<file path="src/rtl/sls_pkg.sv">
// Package for the streaming link sink user port
package sls_pkg;

  localparam int LANES  = 4;
  localparam int DW     = 64 * LANES;
  localparam int SYNC_W = 8;
  localparam int ERR_W  = LANES + 5;

  // Error vector positions above the per-lane CRC bits
  localparam int ERR_ALIGN = LANES;
  localparam int ERR_ZERO  = LANES + 1;
  localparam int ERR_OVF   = LANES + 2;
  localparam int ERR_SEU_C = LANES + 3;
  localparam int ERR_SEU_U = LANES + 4;

  // Timing
  localparam int CLK_NS      = 8;
  localparam int RST_SEQ_NS  = 256;
  localparam int RST_SEQ_CYC = (RST_SEQ_NS + CLK_NS - 1) / CLK_NS;
  localparam int CNT_W       = 6;
  localparam int BCNT_W      = 16;

  // APB register byte offsets
  localparam logic [7:0] OFS_CTRL     = 8'h00;
  localparam logic [7:0] OFS_STAT     = 8'h04;
  localparam logic [7:0] OFS_IRQ_STAT = 8'h08;
  localparam logic [7:0] OFS_IRQ_MASK = 8'h0C;
  localparam logic [7:0] OFS_BURSTS   = 8'h10;

  // Control fields
  localparam int CTRL_ADV  = 0;
  localparam int CTRL_ECC  = 1;
  localparam int CTRL_CONT = 2;
  localparam int CTRL_INJ  = 3;
  localparam int CTRL_W    = 3;
  localparam logic [CTRL_W-1:0] CTRL_RST = 3'h0;

  // Status fields
  localparam int STAT_LINK  = 0;
  localparam int STAT_RST   = 1;
  localparam int STAT_INBST = 2;

  localparam logic [ERR_W-1:0] MASK_RST = '0;

  typedef struct packed {
    logic [DW-1:0]     data;
    logic [SYNC_W-1:0] sync;
    logic              valid;
    logic              first;
    logic              last;
  } sls_beat_t;

  typedef struct packed {
    logic [LANES-1:0] crc;
    logic             align_loss;
    logic             fifo_ovf;
    logic             seu_corr;
    logic             seu_unc;
  } sls_rxerr_t;

  typedef enum logic [2:0] {
    RS_HOLD = 3'b001,
    RS_SEQ  = 3'b010,
    RS_RUN  = 3'b100
  } sls_rst_state_t;

endpackage

</file>
<file path="src/rtl/sls_sink_port.sv">
// Sink user port: payload delivery, error vector, reset sequence, APB registers
`timescale 1ns/1ps

// Summary of operation
// Link-up rises once receive init is done and the port is out of reset.
// Downstream treats payload as invalid whenever link-up is low.
// Payload output is 64 bits per lane.
// An 8-bit sync vector carries the sync value sent by the far transmitter.
// Sync at burst end counts unused words of the last cycle; zero for one lane.
// Valid output is high in cycles carrying valid payload.
// Burst-first marks the first payload word of a burst.
// In continuous operation burst-first is given only once, with the first data.
// Burst-last marks the last payload word of a burst.
// A received end marker closing continuous operation is passed on.
// Error vector is lanes plus five wide; bit above alignment is always low.
// Low error bits flag per-lane CRC-32 errors; bit at lane count flags alignment loss.
// Error bit at lanes plus two flags FIFO overflow; ignored in advanced clocking.
// Bits at lanes plus three and four flag SEU corrected and uncorrectable with ECC in standard clocking.
// A single-bit input from the user injects a CRC-32 error into the link.
// Interface reset output is high during core reset until the sequence finishes.
// User clock drives transfers in standard mode, interface clock in advanced mode.
// While interface reset is high, valid, markers, link-up and errors stay low.
module sls_sink_port
  import sls_pkg::*;
(
  input  wire logic                   mclk,
  input  wire logic                   reset_n,
  input  wire logic [7:0]             paddr,
  input  wire logic                   psel,
  input  wire logic                   penable,
  input  wire logic                   pwrite,
  input  wire logic [31:0]            pwdata,
  output logic      [31:0]            prdata,
  output logic                        pready,
  output logic                        pslverr,
  input  wire logic                   core_reset,
  input  wire logic                   rx_init_done,
  input  wire sls_pkg::sls_beat_t     rx_beat,
  input  wire sls_pkg::sls_rxerr_t    rx_err,
  input  wire logic                   crc_inject_req,
  output logic      [sls_pkg::DW-1:0] sink_data,
  output logic      [7:0]             sink_sync,
  output logic                        sink_valid,
  output logic                        sink_burst_first,
  output logic                        sink_burst_last,
  output logic                        sink_link_up,
  output logic [sls_pkg::ERR_W-1:0]   sink_error,
  output logic                        sink_iface_reset,
  output logic                        sink_user_clk,
  output logic                        sink_iface_clk,
  output logic                        crc_inject_pulse,
  output logic                        irq
);
  import sls_pkg::*;

  logic [CTRL_W-1:0] ctrl_reg;
  logic [ERR_W-1:0]  irq_stat_reg;
  logic [ERR_W-1:0]  irq_mask_reg;
  logic [BCNT_W-1:0] bursts_reg;
  logic [31:0]       prdata_reg;
  logic              pready_reg;
  logic              pslverr_reg;
  logic [1:0]        crst_sync_reg;
  logic [1:0]        inj_sync_reg;
  logic              inj_d_reg;
  logic              inj_reg;
  sls_rst_state_t    rst_state_reg;
  sls_rst_state_t    rst_state_next;
  logic [CNT_W-1:0]  rst_cnt_reg;
  logic              iface_rst_reg;
  logic              rst_next;
  logic              link_up_reg;
  logic              seen_first_reg;
  logic              clk_div_reg;
  sls_beat_t         beat_reg;
  logic [ERR_W-1:0]  err_reg;
  logic [ERR_W-1:0]  err_now;
  logic              acc;
  logic              done;
  logic              adv;
  logic              cont;

  assign adv  = ctrl_reg[CTRL_ADV];
  assign cont = ctrl_reg[CTRL_CONT];
  assign acc  = psel & penable;
  // Access completes only on the cycle pready is seen high
  assign done = acc & pready_reg;

  function automatic logic addr_is(input logic [7:0] a, input logic [7:0] ofs);
    addr_is = (a == ofs);
  endfunction

  function automatic logic [ERR_W-1:0] err_map(input sls_rxerr_t e,
                                               input logic adv_m,
                                               input logic ecc_m);
    err_map              = '0;
    err_map[LANES-1:0]   = e.crc;
    err_map[ERR_ALIGN]   = e.align_loss;
    err_map[ERR_ZERO]    = 1'b0;
    err_map[ERR_OVF]     = e.fifo_ovf & ~adv_m;
    err_map[ERR_SEU_C]   = e.seu_corr & ecc_m & ~adv_m;
    err_map[ERR_SEU_U]   = e.seu_unc & ecc_m & ~adv_m;
  endfunction

  // Core reset comes from a pin
  always_ff @(posedge mclk or negedge reset_n)
  begin
    if (!reset_n)
      crst_sync_reg <= 2'h3;
    else
      crst_sync_reg <= {crst_sync_reg[0], core_reset};
  end

  // reset sequence
  always_comb
  begin
    rst_state_next = rst_state_reg;
    unique case (rst_state_reg)
      RS_HOLD:
        if (!crst_sync_reg[1])
          rst_state_next = RS_SEQ;
      RS_SEQ:
        if (crst_sync_reg[1])
          rst_state_next = RS_HOLD;
        else if (rst_cnt_reg == CNT_W'(RST_SEQ_CYC - 1))
          rst_state_next = RS_RUN;
      RS_RUN:
        if (crst_sync_reg[1])
          rst_state_next = RS_HOLD;
      default:
        rst_state_next = RS_HOLD;
    endcase
  end

  assign rst_next = (rst_state_next != RS_RUN);

  always_ff @(posedge mclk or negedge reset_n)
  begin
    if (!reset_n)
    begin
      rst_state_reg <= RS_HOLD;
      rst_cnt_reg   <= '0;
      iface_rst_reg <= 1'b1;
    end
    else
    begin
      rst_state_reg <= rst_state_next;
      rst_cnt_reg   <= (rst_state_reg == RS_SEQ) ? rst_cnt_reg + 1'b1 : '0;
      iface_rst_reg <= rst_next;
    end
  end

  // link-up
  always_ff @(posedge mclk or negedge reset_n)
  begin
    if (!reset_n)
      link_up_reg <= 1'b0;
    else
      link_up_reg <= ~rst_next & rx_init_done;
  end

  // continuous stream opened
  always_ff @(posedge mclk or negedge reset_n)
  begin
    if (!reset_n)
      seen_first_reg <= 1'b0;
    else if (rst_next || !cont)
      seen_first_reg <= 1'b0;
    else if (rx_beat.valid && rx_beat.last)
      seen_first_reg <= 1'b0;
    else if (rx_beat.valid && rx_beat.first)
      seen_first_reg <= 1'b1;
  end

  // payload, sync, qualifier
  always_ff @(posedge mclk or negedge reset_n)
  begin
    if (!reset_n)
      beat_reg <= '0;
    else if (rst_next)
      beat_reg <= '0;
    else
    begin
      beat_reg.data  <= rx_beat.data;
      beat_reg.sync  <= rx_beat.sync;
      beat_reg.valid <= rx_beat.valid;
      // first marker, once per continuous stream
      beat_reg.first <= rx_beat.valid & rx_beat.first & ~(cont & seen_first_reg);
      // last marker passed in both modes
      beat_reg.last  <= rx_beat.valid & rx_beat.last;
    end
  end

  // error vector
  assign err_now = rst_next ? '0 : err_map(rx_err, adv, ctrl_reg[CTRL_ECC]);

  always_ff @(posedge mclk or negedge reset_n)
  begin
    if (!reset_n)
      err_reg <= '0;
    else
      err_reg <= err_now;
  end

  // Read clears only bits returned; events after the capture survive
  always_ff @(posedge mclk or negedge reset_n)
  begin
    if (!reset_n)
      irq_stat_reg <= '0;
    else if (done && !pwrite && addr_is(paddr, OFS_IRQ_STAT))
      irq_stat_reg <= (irq_stat_reg & ~prdata_reg[ERR_W-1:0]) | err_now;
    else
      irq_stat_reg <= irq_stat_reg | err_now;
  end

  always_ff @(posedge mclk or negedge reset_n)
  begin
    if (!reset_n)
      irq <= 1'b0;
    else
      irq <= |(irq_stat_reg & irq_mask_reg);
  end

  always_ff @(posedge mclk or negedge reset_n)
  begin
    if (!reset_n)
      bursts_reg <= '0;
    else if (beat_reg.first)
      bursts_reg <= bursts_reg + 1'b1;
  end

  // injection from pin or register, one pulse per request
  always_ff @(posedge mclk or negedge reset_n)
  begin
    if (!reset_n)
    begin
      inj_sync_reg <= 2'h0;
      inj_d_reg    <= 1'b0;
      inj_reg      <= 1'b0;
    end
    else
    begin
      inj_sync_reg <= {inj_sync_reg[0], crc_inject_req};
      inj_d_reg    <= inj_sync_reg[1];
      inj_reg      <= (inj_sync_reg[1] & ~inj_d_reg)
                    | (done & pwrite & addr_is(paddr, OFS_CTRL) & pwdata[CTRL_INJ]);
    end
  end

  // transfer clock on the output of the selected mode
  always_ff @(posedge mclk or negedge reset_n)
  begin
    if (!reset_n)
    begin
      clk_div_reg    <= 1'b0;
      sink_user_clk  <= 1'b0;
      sink_iface_clk <= 1'b0;
    end
    else
    begin
      clk_div_reg    <= ~clk_div_reg;
      sink_user_clk  <= ~adv & ~clk_div_reg;
      sink_iface_clk <= adv & ~clk_div_reg;
    end
  end

  // APB: two-cycle access, answer registered
  always_ff @(posedge mclk or negedge reset_n)
  begin
    if (!reset_n)
    begin
      pready_reg  <= 1'b0;
      prdata_reg  <= '0;
      pslverr_reg <= 1'b0;
    end
    else if (acc && !pready_reg)
    begin
      pready_reg  <= 1'b1;
      pslverr_reg <= 1'b0;
      prdata_reg  <= '0;
      unique case (1'b1)
        addr_is(paddr, OFS_CTRL):
          prdata_reg[CTRL_W-1:0] <= ctrl_reg;
        addr_is(paddr, OFS_STAT):
          prdata_reg[2:0] <= {seen_first_reg, iface_rst_reg, link_up_reg};
        addr_is(paddr, OFS_IRQ_STAT):
          prdata_reg[ERR_W-1:0] <= irq_stat_reg;
        addr_is(paddr, OFS_IRQ_MASK):
          prdata_reg[ERR_W-1:0] <= irq_mask_reg;
        addr_is(paddr, OFS_BURSTS):
          prdata_reg[BCNT_W-1:0] <= bursts_reg;
        default:
          pslverr_reg <= 1'b1;
      endcase
    end
    else
    begin
      pready_reg  <= 1'b0;
      pslverr_reg <= 1'b0;
    end
  end

  always_ff @(posedge mclk or negedge reset_n)
  begin
    if (!reset_n)
    begin
      ctrl_reg     <= CTRL_RST;
      irq_mask_reg <= MASK_RST;
    end
    else if (done && pwrite)
    begin
      if (addr_is(paddr, OFS_CTRL))
        ctrl_reg <= pwdata[CTRL_W-1:0];
      if (addr_is(paddr, OFS_IRQ_MASK))
        irq_mask_reg <= pwdata[ERR_W-1:0];
    end
  end

  assign prdata           = prdata_reg;
  assign pready           = pready_reg;
  assign pslverr          = pslverr_reg;
  assign sink_data        = beat_reg.data;
  assign sink_sync        = beat_reg.sync;
  assign sink_valid       = beat_reg.valid;
  assign sink_burst_first = beat_reg.first;
  assign sink_burst_last  = beat_reg.last;
  assign sink_link_up     = link_up_reg;
  assign sink_error       = err_reg;
  assign sink_iface_reset = iface_rst_reg;
  assign crc_inject_pulse = inj_reg;
endmodule

</file>
<file path="config.mk">
export PLATFORM = sky130hd
export DESIGN_NAME = sls_sink_port
export DESIGN_NICKNAME = d
export VERILOG_FILES = /design/src/rtl/sls_pkg.sv /design/src/rtl/sls_sink_port.sv
export SDC_FILE = /design/constraint.sdc
export NUM_CORES = 1
export LEC_CHECK = 0
export BUFFER_PORTS_ARGS = -buffer_cell sky130_fd_sc_hd__buf_2
export CELL_PAD_IN_SITES_DETAIL_PLACEMENT = 0
export CELL_PAD_IN_SITES_GLOBAL_PLACEMENT = 1
export CORE_AREA = 2 2 248 250
export DETAILED_ROUTE_END_ITERATION = 10
export DIE_AREA = 0 0 250 252
export HOLD_SLACK_MARGIN = 0.06
export PLACE_DENSITY_LB_ADDON = 0.12
export SYNTH_ARGS = -nofsm -noshare
export SYNTH_HDL_FRONTEND = slang
export SYNTH_SLANG_ARGS = --single-unit
</file>
<file path="constraint.sdc">
create_clock -name mclk -period 1.8 [get_ports mclk]
set_input_delay 0 -clock mclk [delete_from_list [all_inputs] [get_ports mclk]]
set_output_delay 0 -clock mclk [all_outputs]
set_load 0.01 [all_outputs]
</file>
==> impl_metrics.yaml <==
power:
  swShare: 0.226
  intPower_mw: 13.4
  power.switching_mw: 3.92
  p_seq_frac: 0.461
  clkPwrFrac: 0.468
  power.density_nw_per_um2: 829
  pwr-share-comb: 0.071
  ir_drop_mv: 0.561
  leakage_nw: 11.3
  p_total_mw: 17.3
synth:
  yosysWarnings: 0
  synth_area_leaders: "dfrtp_1, and2_1, mux2_2, a22o_1, buf_4"
  syn_area_sq_um: 12200
  synth_area_leader_cell: "dfrtp_1"
  synth_area_per_cell_sq_um: 13.8
  synth_common_cells: "dfrtp_1, and2_1, nand3_1, clkbuf_2, nand2_1"
  synthXorXnorAreaFrac: 0.0143
  synth_top_area_share: 0.713
  synthCells: 885
  synth_top_family_by_area: "simple AND/OR/NAND/NOR gates"
  synth-edff-count: 0
  synth_fa_ha_area_frac: 0.00205
  synth_most_common_cell: "dfrtp_1"
  yosysUniqueCellTypes: 48
  ys_seq_elements: 352
  synth_top_flop_cell: "dfrtp_1"
  yosys-mux-area-fraction: 0.0164
  async_reset_ff_frac: 1.00
  seq_area_frac_synth: 0.722
  synth_compound_area_frac: 0.0341
  synth-simple-area-share: 0.182
clock_network:
  numCtsBuffers: 44
  cts-root-buf: "clkbuf_16"
  clk_pin_slew_worst_paths_ns: 0.06
  insertion_delay_ns: 0.56
  cts_tree: "done"
  cts_sinks: 352
  cts_buffer_depth: 3
  h-tree-depth: 2
job:
  maxCapViolations: 0
floorplanning:
  dieArea_sq_um: 63000
  std_cell_rows: 90
  pin_count: 639
  core_sq_um: 60100
  fp.dieH_um: 252
  die_w_um: 250
  initial_core_util: 0.203
finish:
  regArea_sq_um: 8810
  nets: 2166
  instances_no_fill: 2653
  final_layout_size_suffix_gt1_frac: 0.396
  fillCellCount: 6253
  largest_reg_flops: 256
  area_delta_synth_final_pct: 71.3
  multiInputGateArea_sq_um: 3150
global_route:
  grt_pass1_vias: 10800
  antenna_found_initial: 4
  grt_usage: 0.144
  grt-ovfl-total: 0
  grt_max_degree: 65
  grt_pass1_wl_mm: 68.1
setup_path:
  crit_type: "reg2reg"
  worstRegToRegCells: 8
  endpoint: "sink_burst_first$_DFF_PN0_"
  startpoint_type: "register"
  cpMostUsedCell: "buf_12"
  critPathCaptureType: "register"
  crit_start: "rst_state_reg[2]$_DFF_PN0_"
  slowest_delay_ns: 0.42
  worstReg2RegEnd: "sink_burst_first$_DFF_PN0_"
  required_ns: 2.27
  crit_chain: "nor2b_1, a41oi_4, nor3_4, buf_12, buf_12, buf_4, inv_1, a211oi_1"
  r2r-start: "rst_state_reg[2]$_DFF_PN0_"
  critical_path_arrival_ns: 2.22
  critical_path.max_fanout: 4
  cpMaxStageDelayCell: "dfrtp_1"
  rrSetupSlack_ns: 0.05
sta:
  period_share: 0.971
  slew_headroom: 0.595
  slew_viol_final: 0
  setup_tns_ns: 0
  timing.fmax_mhz: 572
  tightest_slew_ns: 0.601
  min_period_ns: 1.75
  finClkSkew_ns: 0.0225
  finalHoldViolCount: 0
  setup_viol: 0
placed_design:
  routabilityCongestion: 0.781
  numPortBuffers: 598
  dp.cells: 2263
  dpl.hpwl_mm: 34.8
detailed_routing:
  antenna_left: 0
  drtPass1Iterations: 4
  wl_per_cell_um: 17.9
  initialDrtViolationCount: 361
  drc: 0
  routed_wl_mm: 47.6
  routed-via-count: 10000
  viasPerCell: 3.79
outcome:
  status: "completed"
hold_path:
  whs_path_depth: 2
  min_path_type: "in2reg"
==> how the worst min path moves through the flow <==
stage               start                          to
3_5_place_dp      reset_n     sink_data[40]$_DFF_PN0_
2_1_floorplan     reset_n   bursts_reg[0]$_DFFE_PN0P_
4_1_cts        core_reset  crst_sync_reg[0]$_DFF_PN1_
6_report       core_reset  crst_sync_reg[0]$_DFF_PN1_
3_3_place_gp      reset_n     sink_data[40]$_DFF_PN0_
5_1_grt        core_reset  crst_sync_reg[0]$_DFF_PN1_
==> layout by cell type (no fill, tap or decap), drive strengths merged, types with 3 or more instances in the layout <==
cell	count
a2bb2oi	3
xnor2	11
conb	17
o21a	3
nor2b	5
buf	649
and2	273
nor4	3
a22oi	7
mux2	16
and3	5
nand2	20
dlygate4sd3	302
o21ai	8
dfrtp	348
clkbuf	67
nand4	10
inv	11
a22o	17
clkinv	8
dfstp	4
nand3	24
nor2	18
xor2	9
nor3	5
==> routing by layer <==
layer  global-route usage  up-vias  share of wire
met5                    0        -        0.00086
met3               0.0528       75          0.082
met2                0.253      354           0.51
met1                0.161     4888           0.38
li1                     -     4723              -
met4               0.0498        6          0.028
==> metrics by stage <==
| step | hold slack (ns) | utilization | setup WS [ns] | cell area [sq um] |
|---|---|---|---|---|
| floorplan | -0.296 | - | 0.154 | 12300 |
| global placement | -0.00524 | 0.272 | 0.0227 | 16400 |
| detailed placement | -0.000721 | 0.272 | 0.0186 | 16400 |
| CTS | 0.0971 | 0.344 | 0.000651 | 20700 |
| global route | 0.114 | 0.348 | -0.0454 | 20900 |
| finish | 0.130 | 0.348 | 0.0513 | 20900 |
==> power groups by stage <==
| stage | logic [mW] | registers (mW) | clock network (mW) |
|---|---|---|---|
| 6_report | 1.23 | 8.00 | 8.11 |
| 5_1_grt | 1.36 | 8.00 | 8.80 |
| 4_1_cts | 1.25 | 7.99 | 8.48 |
| 3_5_place_dp | 0.690 | 8.13 | 0 |
| 3_3_place_gp | 0.686 | 8.13 | 0 |
| 2_1_floorplan | 0.154 | 8.12 | 0 |
==> kinds of logic after synthesis <==
| group | count (synthesis) |
|---|---|
| and+or+nand+nor | 368 |
| DFF | 352 |
| buffers and inverters | 70 |
| AOI/OAI and AO/OA | 54 |
| xor gates and xnor gates | 20 |
| muxes | 18 |
| adders and majority gates | 2 |
| other | 1 |
==> area by class of cell <==
| cell class | instances | area share |
|---|---|---|
| tap | 782 | 0.0468 |
| clock inverter | 9 | 0.00317 |
| clock buffer | 65 | 0.0588 |
| antenna | 2 | 0.000239 |
| multi-input combinational | 479 | 0.151 |
| sequential | 352 | 0.421 |
| inverter | 11 | 0.00197 |
| timing repair buffer | 953 | 0.317 |
==> critical path, delay by kind of cell, from the launching register on <==
kind / cells / cell delay, ns
flip-flops: 1 / 0.42
AO/OA/AOI/OAI: 2 / 0.28
AND/OR/NAND/NOR: 2 / 0.52
buffers and inverters: 4 / 0.44
==> timing repair <==
item / CTS / global route
buffers inserted: 0 / 9
hold endpoints to repair: 659 / 0
hold buffers: 302 / 0
endpoints found under the setup margin: 0 / 149
gates resized for setup: 0 / 16
Power figures use the tool's default switching activity.
